## src/core/iew_pkg.sv

```systemverilog
/*
 * package for the interrupt enable and sleep/wake block: register offsets,
 * enable bit positions, reset values, power states and timing counts.
 * assumes a 32-bit ahb-lite bus with word-aligned registers.
 */
package iew_pkg;
   // register byte offsets
   localparam logic [7:0] OFS_IE     = 8'h00;   // interrupt_enable_reg
   localparam logic [7:0] OFS_FLAGS  = 8'h04;   // timer2 flags and pending sources
   localparam logic [7:0] OFS_PWR    = 8'h08;   // power control and state
   localparam logic [7:0] OFS_STAT   = 8'h0C;   // sticky event status, w1c
   localparam logic [7:0] OFS_MASK   = 8'h10;   // event mask
   // interrupt_enable_reg bit positions
   localparam int BIT_EX0  = 0;
   localparam int BIT_ET0  = 1;
   localparam int BIT_EX1  = 2;
   localparam int BIT_ET1  = 3;
   localparam int BIT_ES   = 4;
   localparam int BIT_ET2  = 5;
   localparam int BIT_RSV  = 6;
   localparam int BIT_EA   = 7;
   // flags register bit positions
   localparam int BIT_TF2  = 0;
   localparam int BIT_TIMER2_EXTERNAL_FLAG = 1;
   // power register bit positions
   localparam int BIT_IDL  = 0;
   localparam int BIT_PD   = 1;
   localparam int BIT_XMEM = 2;
   // status bit positions
   localparam int BIT_S_WAKE_IDLE = 0;
   localparam int BIT_S_WAKE_PD   = 1;
   localparam int BIT_S_ACK       = 2;
   // reset values
   localparam logic [7:0] RST_IE   = 8'h00;
   localparam logic [2:0] RST_STAT = 3'h0;
   localparam logic [2:0] RST_MASK = 3'h0;
   // machine cycle: 12 oscillator periods per cycle
   localparam int OSC_PER_MC     = 12;
   localparam int PH_STATE2_PHASE2        = 3;   // oscillator period index of state2 phase2
   localparam int PH_STATE5_PHASE2        = 9;   // oscillator period index of state5 phase2
   localparam int IDLE_RST_MC    = 2;   // machine cycles of reset-from-idle window
   localparam int OSC_STABLE_DEF = 1024;
   // power states
   typedef enum logic [1:0] {IEW_RUN, IEW_IDLE, IEW_PDOWN, IEW_WARM} iew_pstate_t;
endpackage

```

## src/core/iew_irq_sleep.sv

```systemverilog
/*
 * interrupt enable, timer2 flag merging, source gating, idle and
 * power-down control of an 8-bit controller core.
 * assumes hclk stands for the oscillator; osc_run tells the clock gate
 * to stop it. timer sources come as single-cycle pulses from same-clock timers,
 * serial_irq as a same-clock level, and the external lines as asynchronous pins.
 */
// Behaviour
// - six sources: two external, three timers, serial
// - each source gated by own enable bit
// - global enable blocks all acknowledgement
// - enable bits: t2=5,s=4,t1=3,x1=2,t0=1,x0=0
// - timer2 request is overflow OR external flag
// - vectoring never clears timer2 flags
// - timer0/1 flags set state5_phase2, sampled next cycle
// - clock-out rollovers raise no request
// - idle stops cpu, peripherals and registers keep
// - idle ends on enabled request or reset
// - reset from idle: ram writes blocked two cycles
// - power-down stops oscillator, registers retained
// - power-down exits on reset or ext0 request
// - reset from power-down keeps ram, resets ie, mask and timer2 flags
// - strobes high in idle, low in power-down
module iew_irq_sleep #(
   parameter int OSC_STABLE_CYCLES = iew_pkg::OSC_STABLE_DEF
) (
   // clock and reset
   input  wire logic        hclk,
   input  wire logic        hresetn,
   // ahb-lite slave
   input  wire logic        hsel,
   input  wire logic [31:0] haddr,
   input  wire logic [1:0]  htrans,
   input  wire logic        hwrite,
   input  wire logic [2:0]  hsize,
   input  wire logic [31:0] hwdata,
   input  wire logic        hready,
   output logic [31:0]      hrdata,
   output logic             hreadyout,
   output logic             hresp,
   // interrupt sources
   input  wire logic        ext_irq_line_0,
   input  wire logic        ext_irq_line_1,
   input  wire logic        timer0_ovf,
   input  wire logic        timer1_ovf,
   input  wire logic        timer2_ovf,
   input  wire logic        timer2_ext_evt,
   input  wire logic        timer2_clkout_mode,
   input  wire logic        serial_irq,
   // cpu side
   input  wire logic        cpu_ack,
   input  wire logic [2:0]  cpu_ack_src,
   input  wire logic        reset_pin,
   output logic             irq_req,
   output logic [2:0]       irq_src,
   output logic             cpu_run,
   output logic             ram_wr_inhibit,
   output logic             osc_run,
   // pin state and interrupt
   output logic             addr_latch_strobe,
   output logic             program_store_strobe,
   output logic             port0_float,
   output logic             port2_addr,
   output logic             irq
);
   localparam int PHW = $clog2(iew_pkg::OSC_PER_MC);
   localparam int STW = $clog2(OSC_STABLE_CYCLES + 1);

   // all state of the block
   typedef struct packed {
      logic [7:0]          ie;          // interrupt_enable_reg
      logic                tf2;         // timer2_overflow_flag
      logic                timer2_external_flag;        // timer2_external_flag
      logic                tf0;         // timer0_overflow_flag
      logic                tf1;         // timer1_overflow_flag
      logic                tf0_smp;     // tf0 as polled by interrupt logic
      logic                tf1_smp;     // tf1 as polled by interrupt logic
      logic                t0_pend;     // overflow waiting for state5_phase2
      logic                t1_pend;
      logic                t2_pend;     // overflow waiting for state2_phase2
      logic [1:0]          x0_sync;     // ext line 0 synchroniser
      logic [1:0]          x1_sync;
      logic [1:0]          rp_sync;     // reset pin synchroniser
      logic [PHW-1:0]      phase;       // oscillator period in machine cycle
      iew_pkg::iew_pstate_t pst;
      logic                xmem;        // executing from external memory
      logic [1:0]          inh_mc;      // ram inhibit machine cycles elapsed
      logic [STW-1:0]      stab;        // oscillator settle count
      logic [2:0]          stat;
      logic [2:0]          mask;
      logic                ap_wr;       // latched write data phase
      logic                ap_rd;
      logic [7:0]          ap_ofs;
      logic [31:0]         rdata;
      logic                irq_req;
      logic [2:0]          irq_src;
      logic                cpu_run;
      logic                ram_inh;
      logic                osc_run;
      logic                ale;
      logic                pse;
      logic                p0f;
      logic                p2a;
      logic                irq;
   } iew_state_t;

   iew_state_t st;
   iew_state_t next_st;

   // read mux for one register offset
   function automatic logic [31:0] rd_mux(input iew_state_t s, input logic [7:0] ofs);
      logic [31:0] v;
      v = 32'h0000_0000;
      if (ofs == iew_pkg::OFS_IE)
         v[7:0] = s.ie & 8'hBF;
      else if (ofs == iew_pkg::OFS_FLAGS)
         v[5:0] = {s.tf1_smp, s.tf0_smp, s.x1_sync[1], s.x0_sync[1], s.timer2_external_flag, s.tf2};
      else if (ofs == iew_pkg::OFS_PWR)
         v[4:0] = {s.pst, s.xmem, s.pst == iew_pkg::IEW_PDOWN, s.pst == iew_pkg::IEW_IDLE};
      else if (ofs == iew_pkg::OFS_STAT)
         v[2:0] = s.stat;
      else if (ofs == iew_pkg::OFS_MASK)
         v[2:0] = s.mask;
      return v;
   endfunction

   // next state
   always_comb
   begin
      logic [5:0] req;
      logic       wr;
      logic       t2_set;
      logic       mc_end;
      logic [2:0] ev;
      logic [2:0] src;
      logic       any;
      next_st = st;
      req = 6'h00;
      ev = 3'h0;
      src = 3'h0;
      any = 1'b0;
      wr = st.ap_wr;
      mc_end = (st.phase == PHW'(iew_pkg::OSC_PER_MC - 1));
      // synchronisers for asynchronous pins
      next_st.x0_sync = {st.x0_sync[0], ~ext_irq_line_0};
      next_st.x1_sync = {st.x1_sync[0], ~ext_irq_line_1};
      next_st.rp_sync = {st.rp_sync[0], reset_pin};
      // machine cycle phase; frozen while the oscillator is stopped
      if (st.osc_run)
         next_st.phase = mc_end ? '0 : st.phase + 1'b1;
      // acknowledged timer0/1 flags clear; timer2 flags never do
      // the clear comes first so that a flag set in the same cycle wins
      if (cpu_ack && cpu_ack_src == 3'h1)
      begin
         next_st.tf0 = 1'b0;
         next_st.tf0_smp = 1'b0;
      end
      if (cpu_ack && cpu_ack_src == 3'h3)
      begin
         next_st.tf1 = 1'b0;
         next_st.tf1_smp = 1'b0;
      end
      // timer0/1 flags set at state5_phase2, polled in the next machine cycle
      next_st.t0_pend = st.t0_pend | timer0_ovf;
      next_st.t1_pend = st.t1_pend | timer1_ovf;
      if (st.phase == PHW'(iew_pkg::PH_STATE5_PHASE2))
      begin
         next_st.tf0 = next_st.tf0 | st.t0_pend;
         next_st.tf1 = next_st.tf1 | st.t1_pend;
         next_st.t0_pend = timer0_ovf;
         next_st.t1_pend = timer1_ovf;
      end
      // poll sees the flag after any acknowledge of this cycle
      if (mc_end)
      begin
         next_st.tf0_smp = next_st.tf0;
         next_st.tf1_smp = next_st.tf1;
      end
      // timer2 overflow; clock-out rollovers dropped
      next_st.t2_pend = st.t2_pend | (timer2_ovf & ~timer2_clkout_mode);
      t2_set = st.phase == PHW'(iew_pkg::PH_STATE2_PHASE2) && st.t2_pend;
      if (st.phase == PHW'(iew_pkg::PH_STATE2_PHASE2))
         next_st.t2_pend = timer2_ovf & ~timer2_clkout_mode;
      // gated requests, priority by bit order
      req[iew_pkg::BIT_EX0] = st.x0_sync[1] & st.ie[iew_pkg::BIT_EX0];
      req[iew_pkg::BIT_ET0] = st.tf0_smp & st.ie[iew_pkg::BIT_ET0];
      req[iew_pkg::BIT_EX1] = st.x1_sync[1] & st.ie[iew_pkg::BIT_EX1];
      req[iew_pkg::BIT_ET1] = st.tf1_smp & st.ie[iew_pkg::BIT_ET1];
      req[iew_pkg::BIT_ES]  = serial_irq & st.ie[iew_pkg::BIT_ES];
      req[iew_pkg::BIT_ET2] = (st.tf2 | st.timer2_external_flag) & st.ie[iew_pkg::BIT_ET2];
      for (int i = 5; i >= 0; i--)
         if (req[i])
            src = 3'(i);
      any = (|req) & st.ie[iew_pkg::BIT_EA];
      next_st.irq_req = any & (st.pst == iew_pkg::IEW_RUN);
      next_st.irq_src = src;
      // power state machine
      next_st.ram_inh = 1'b0;
      case (st.pst)
         iew_pkg::IEW_RUN:
         begin
            next_st.cpu_run = 1'b1;
            next_st.osc_run = 1'b1;
            next_st.inh_mc = '0;
         end
         iew_pkg::IEW_IDLE:
         begin
            next_st.cpu_run = 1'b0;
            if (any)
            begin
               next_st.pst = iew_pkg::IEW_RUN;
               ev[iew_pkg::BIT_S_WAKE_IDLE] = 1'b1;
            end
            else if (st.rp_sync[1])
            begin
               // run on up to two machine cycles with ram writes blocked
               next_st.cpu_run = 1'b1;
               next_st.ram_inh = 1'b1;
               if (mc_end)
                  next_st.inh_mc = st.inh_mc + 1'b1;
               if (mc_end && st.inh_mc == 2'(iew_pkg::IDLE_RST_MC - 1))
               begin
                  next_st = '0;
                  next_st.ie = iew_pkg::RST_IE;
                  next_st.osc_run = 1'b1;
                  next_st.pst = iew_pkg::IEW_RUN;
               end
            end
         end
         iew_pkg::IEW_PDOWN:
         begin
            next_st.cpu_run = 1'b0;
            next_st.osc_run = 1'b0;
            if (st.rp_sync[1])
            begin
               next_st.pst = iew_pkg::IEW_WARM;
               next_st.stab = '0;
               next_st.osc_run = 1'b1;
            end
            else if (st.x0_sync[1] & st.ie[iew_pkg::BIT_EX0] & st.ie[iew_pkg::BIT_EA])
            begin
               next_st.pst = iew_pkg::IEW_WARM;
               next_st.stab = '0;
               next_st.osc_run = 1'b1;
               ev[iew_pkg::BIT_S_WAKE_PD] = 1'b1;
            end
         end
         default:
         begin
            // oscillator settling; cpu held until stable
            next_st.cpu_run = 1'b0;
            next_st.stab = st.stab + 1'b1;
            if (st.stab == STW'(OSC_STABLE_CYCLES - 1))
            begin
               next_st.pst = iew_pkg::IEW_RUN;
               if (st.rp_sync[1])
               begin
                  // enable, mask and timer2 flag reset, ram untouched
                  next_st.ie = iew_pkg::RST_IE;
                  next_st.tf2 = 1'b0;
                  next_st.timer2_external_flag = 1'b0;
                  next_st.mask = iew_pkg::RST_MASK;
               end
            end
         end
      endcase
      if (cpu_ack && st.ie[iew_pkg::BIT_EA])
         ev[iew_pkg::BIT_S_ACK] = 1'b1;
      // pin states per power state
      next_st.ale = (next_st.pst != iew_pkg::IEW_PDOWN);
      next_st.pse = (next_st.pst != iew_pkg::IEW_PDOWN);
      next_st.p0f = st.xmem && (next_st.pst == iew_pkg::IEW_IDLE
                                || next_st.pst == iew_pkg::IEW_PDOWN);
      next_st.p2a = st.xmem && (next_st.pst == iew_pkg::IEW_IDLE);
      // bus address phase capture
      next_st.ap_wr = hsel & hready & htrans[1] & hwrite;
      next_st.ap_rd = hsel & hready & htrans[1] & ~hwrite;
      if (hsel & hready & htrans[1])
         next_st.ap_ofs = haddr[7:0];
      if (hsel & hready & htrans[1] & ~hwrite)
         next_st.rdata = rd_mux(st, haddr[7:0]);
      // register writes
      if (wr)
      begin
         if (st.ap_ofs == iew_pkg::OFS_IE)
            next_st.ie = hwdata[7:0] & 8'hBF;
         else if (st.ap_ofs == iew_pkg::OFS_FLAGS)
         begin
            // software clears timer2 flags itself
            next_st.tf2 = hwdata[iew_pkg::BIT_TF2];
            next_st.timer2_external_flag = hwdata[iew_pkg::BIT_TIMER2_EXTERNAL_FLAG];
         end
         else if (st.ap_ofs == iew_pkg::OFS_PWR)
         begin
            next_st.xmem = hwdata[iew_pkg::BIT_XMEM];
            if (st.pst == iew_pkg::IEW_RUN && hwdata[iew_pkg::BIT_PD])
               next_st.pst = iew_pkg::IEW_PDOWN;
            else if (st.pst == iew_pkg::IEW_RUN && hwdata[iew_pkg::BIT_IDL])
               next_st.pst = iew_pkg::IEW_IDLE;
         end
         else if (st.ap_ofs == iew_pkg::OFS_STAT)
            next_st.stat = st.stat & ~hwdata[2:0];
         else if (st.ap_ofs == iew_pkg::OFS_MASK)
            next_st.mask = hwdata[2:0];
      end
      // hardware sets win over software clears
      if (t2_set)
         next_st.tf2 = 1'b1;
      if (timer2_ext_evt)
         next_st.timer2_external_flag = 1'b1;
      next_st.stat = next_st.stat | ev;
      next_st.irq = |(next_st.stat & next_st.mask);
   end

   // state register
   always_ff @(posedge hclk or negedge hresetn)
   begin
      if (!hresetn)
      begin
         st <= '0;
         st.ie <= iew_pkg::RST_IE;
         st.stat <= iew_pkg::RST_STAT;
         st.mask <= iew_pkg::RST_MASK;
         st.pst <= iew_pkg::IEW_RUN;
         st.cpu_run <= 1'b1;
         st.osc_run <= 1'b1;
         st.ale <= 1'b1;
         st.pse <= 1'b1;
      end
      else
         st <= next_st;
   end

   // outputs straight from state; hreadyout and hresp tied constant
   assign hrdata = st.rdata;
   assign hreadyout = 1'b1;
   assign hresp = 1'b0;
   assign irq_req = st.irq_req;
   assign irq_src = st.irq_src;
   assign cpu_run = st.cpu_run;
   assign ram_wr_inhibit = st.ram_inh;
   assign osc_run = st.osc_run;
   assign addr_latch_strobe = st.ale;
   assign program_store_strobe = st.pse;
   assign port0_float = st.p0f;
   assign port2_addr = st.p2a;
   assign irq = st.irq;
endmodule

```

## config.mk

```make
export PLATFORM = sky130hd
export DESIGN_NAME = iew_irq_sleep
export DESIGN_NICKNAME = d
export VERILOG_FILES = /design/src/core/iew_pkg.sv /design/src/core/iew_irq_sleep.sv
export SDC_FILE = /design/constraint.sdc
export NUM_CORES = 1
export LEC_CHECK = 0
export BUFFER_PORTS_ARGS = -buffer_cell sky130_fd_sc_hd__buf_2
export CAP_MARGIN = 40
export CORE_UTILIZATION = 43
export CTS_CLUSTER_DIAMETER = 50
export DETAILED_ROUTE_END_ITERATION = 8
export PLACE_DENSITY = 0.8
export SLEW_MARGIN = 5
export SYNTH_ARGS = -nofsm -noshare
export SYNTH_HDL_FRONTEND = slang
export SYNTH_SLANG_ARGS = --single-unit
```

## constraint.sdc

```tcl
create_clock -name hclk -period 3.6 [get_ports hclk]
set_clock_uncertainty 0.1 [all_clocks]
set_input_delay 0 -clock hclk [delete_from_list [all_inputs] [get_ports hclk]]
set_output_delay 0 -clock hclk [all_outputs]
set_load 0.1 [all_outputs]
```

==> reports/metrics.cfg <==
[run_status]
status=finished, final reports clean

[final_layout]
antennaDiodeCount=0
final_util_pct=52.4
final_cell_mix=72 x dfrtp_1, 65 x nand2_1, 52 x buf_2
layout-drive-gt1-share_pct=17.9
area_delta_synth_final_pct=16.8
final_nets=621
final_common_cell=dfrtp_1
fin_cells=659

[floorplanning]
start_util_pct=44.9
die_area_um2=10100
die_x_um=101
coreArea_um2=9330
die_h_um=101
ios=133
rows=35

[detailed_routing]
drt-initial-drc-count=230
first_pass_iters=5
drt_wl_total_um=9380
via_count=3495
vias_per_cell=5.30
drc=0
wl_per_cell_um=14.2
ant_nets=0

[timing]
rsz0062_at_grt=no
worst_slack_ps=766
slew_headroom_pct=45.6
fin_setup_tns_ps=0
tightest_slew_ps=805
drv_slew=0
setup_viol=0
layout_min_cycle_time_ps=2830
min_period_over_period_pct=78.7
fmax_mhz=353
hold_violations=0

[placement]
dpl_worst_slack_ps=769
io_buffers=52
place_inst=610
dp_hpwl_um=6510
routabilityCongestion=0.888

[power_and_ir_drop]
p_sw_uw=671
pwr-share-comb_pct=20.1
netSwitchingFraction_pct=33.8
seqPwrFrac_pct=47.8
p_leak_nw=2.31
p_int_mw=1.32
power_density_nw_per_um2=406
peakVddDrop_v=0.000190
clkPwrFrac_pct=32.1

[cts]
numCtsBuffers=9
post-cts-setup-buffers=0
clock_sinks=75
clock_latency_ps=350
cts_resized=0
clockRootBuffer=clkbuf_8
htree_levels=3
clk_pin_slew_ps=80
clockBufferDepth=2
cts_tree=yes

[synthesis]
synthDominantCellAreaShare_pct=43.0
synthesis.area_um2=4190
synthCells=455
yosysSeqAreaShare_pct=44.9
synth.area.top_cells=dfrtp_1 43%, buf_4 6.8%, nand2_1 5.8%
synth-main-ff-cell=dfrtp_1
synth-edff-count=0
yosys.area.top_type=dfrtp_1
yosys.cell_types.count=67
ys_async_sr_fraction_pct=100
synth.ff_latch_count=75
syn_area_per_cell_um2=9.20
ys_warn_count=0

[critical_path]
setup.worst_path.end=st[70]
critPathLaunch=st[89]
worst_setup_path_end_kind=flip-flop
r2r-start=st[89]
r2r-end=st[70]
required_ps=3730
crit_type=flip-flop to flip-flop
cp_data_arrival_time_ps=2960
start_kind=flip-flop
cp_max_fo=20
ff2ff_setup_slack_ps=770
rr_worst_depth=5

[flow_run]
max_cap_violations=0

[grt]
overflow=0
grt_pass1_wl_um=15500
first_global_vias=3239
grtUsageTotal_pct=19.8
antenna_found_initial=0
grt_max_degree=47

[hold_path]
hp-class=input port to flip-flop

==> state kept, by name, summed over array words and instances, names as in the netlist <==
name                  flops
program_store_strobe      1
ram_wr_inhibit            1
port0_float               1
cpu_run                   1
irq                       1
irq_req                   1
osc_run                   1
port2_addr                1
st                       57
hrdata                    7
irq_src                   3
==> cells in the mapped netlist (all sizes together) (3+ instances only) <==
| master | number |
|---|---|
| a211o | 3 |
| a211oi | 3 |
| a21boi | 4 |
| a21o | 3 |
| a21oi | 13 |
| a221o | 7 |
| a22oi | 8 |
| a31oi | 4 |
| a32o | 3 |
| and2 | 10 |
| and3 | 8 |
| buf | 42 |
| clkbuf | 12 |
| dfrtp | 72 |
| dfstp | 3 |
| ha | 9 |
| inv | 15 |
| mux2 | 4 |
| nand2 | 65 |
| nand2b | 13 |
| nand3 | 30 |
| nor2 | 21 |
| nor2b | 7 |
| nor3 | 10 |
| nor3b | 8 |
| nor4 | 7 |
| o21ai | 35 |
| or2 | 3 |
| or3 | 3 |
| or4 | 3 |
==> power by group through the flow <==
| stage | registers, mW | logic, mW | clock network, mW |
|---|---|---|---|
| CTS | 0.948 | 0.397 | 0.651 |
| global route | 0.957 | 0.426 | 0.692 |
| detailed placement | 0.964 | 0.370 | 0 |
| finish | 0.950 | 0.399 | 0.638 |
| global placement | 0.961 | 0.364 | 0 |
| floorplan | 0.959 | 0.320 | 0 |
==> kinds of logic after synthesis <==
logic type	share of synthesized area, %
buffers and inverters	9.89
muxes	1.55
other	0.179
adders and majority gates	2.69
and+or+nand+nor	26.0
AOI/OAI and AO/OA	14.8
DFF	44.9
==> how the worst min path moves through the flow <==
stage	from	end	cells past startpoint
floorplan	hresetn	hrdata[0]	0
global placement	hresetn	st[53]	1
detailed placement	hresetn	st[53]	1
CTS	hready	st[45]	4
global route	hready	st[45]	4
finish	hready	st[45]	4
==> layout make-up <==
type	instances	area [um2]
Sequential cell	75	1880
Tap cell	129	161
Inverter	15	56.3
Fill cell	845	4440
Clock inverter	6	66.3
Clock buffer	10	128
Multi-Input combinational cell	336	1990
Timing Repair Buffer	88	613
==> metal layers <==
layer  wire [um]  part of all wire (%)  GRT usage [%]
met4         123                   1.3           6.35
met5           0                     0              0
met3         642                   6.8           4.23
met2        4510                    48           33.6
met1        4100                    44           25.4
==> stage by stage <==
step           instance area, um2  hold WS (ps)  total power, mW
6_report                     4890          70.7             1.99
5_1_grt                      4890          99.3             2.08
4_1_cts                      4890          57.7             2.00
3_5_place_dp                 4370         -29.4             1.33
3_3_place_gp                 4370         -39.6             1.33
2_1_floorplan                4280          -396             1.28
==> critical path: stages, from the launching register on <==
cell and delay [ps]:
dfrtp_1 450, a22oi_1 330, a41oi_1 420, o21ai_1 440, nand2_1 450, a221o_2 520
==> what timing repair did <==
action,CTS,global route
endpoints found under the hold margin,67,0
hold buffers,33,0
endpoints found under the setup margin,0,0
No activity file was read; power rests on OpenSTA's default activity.
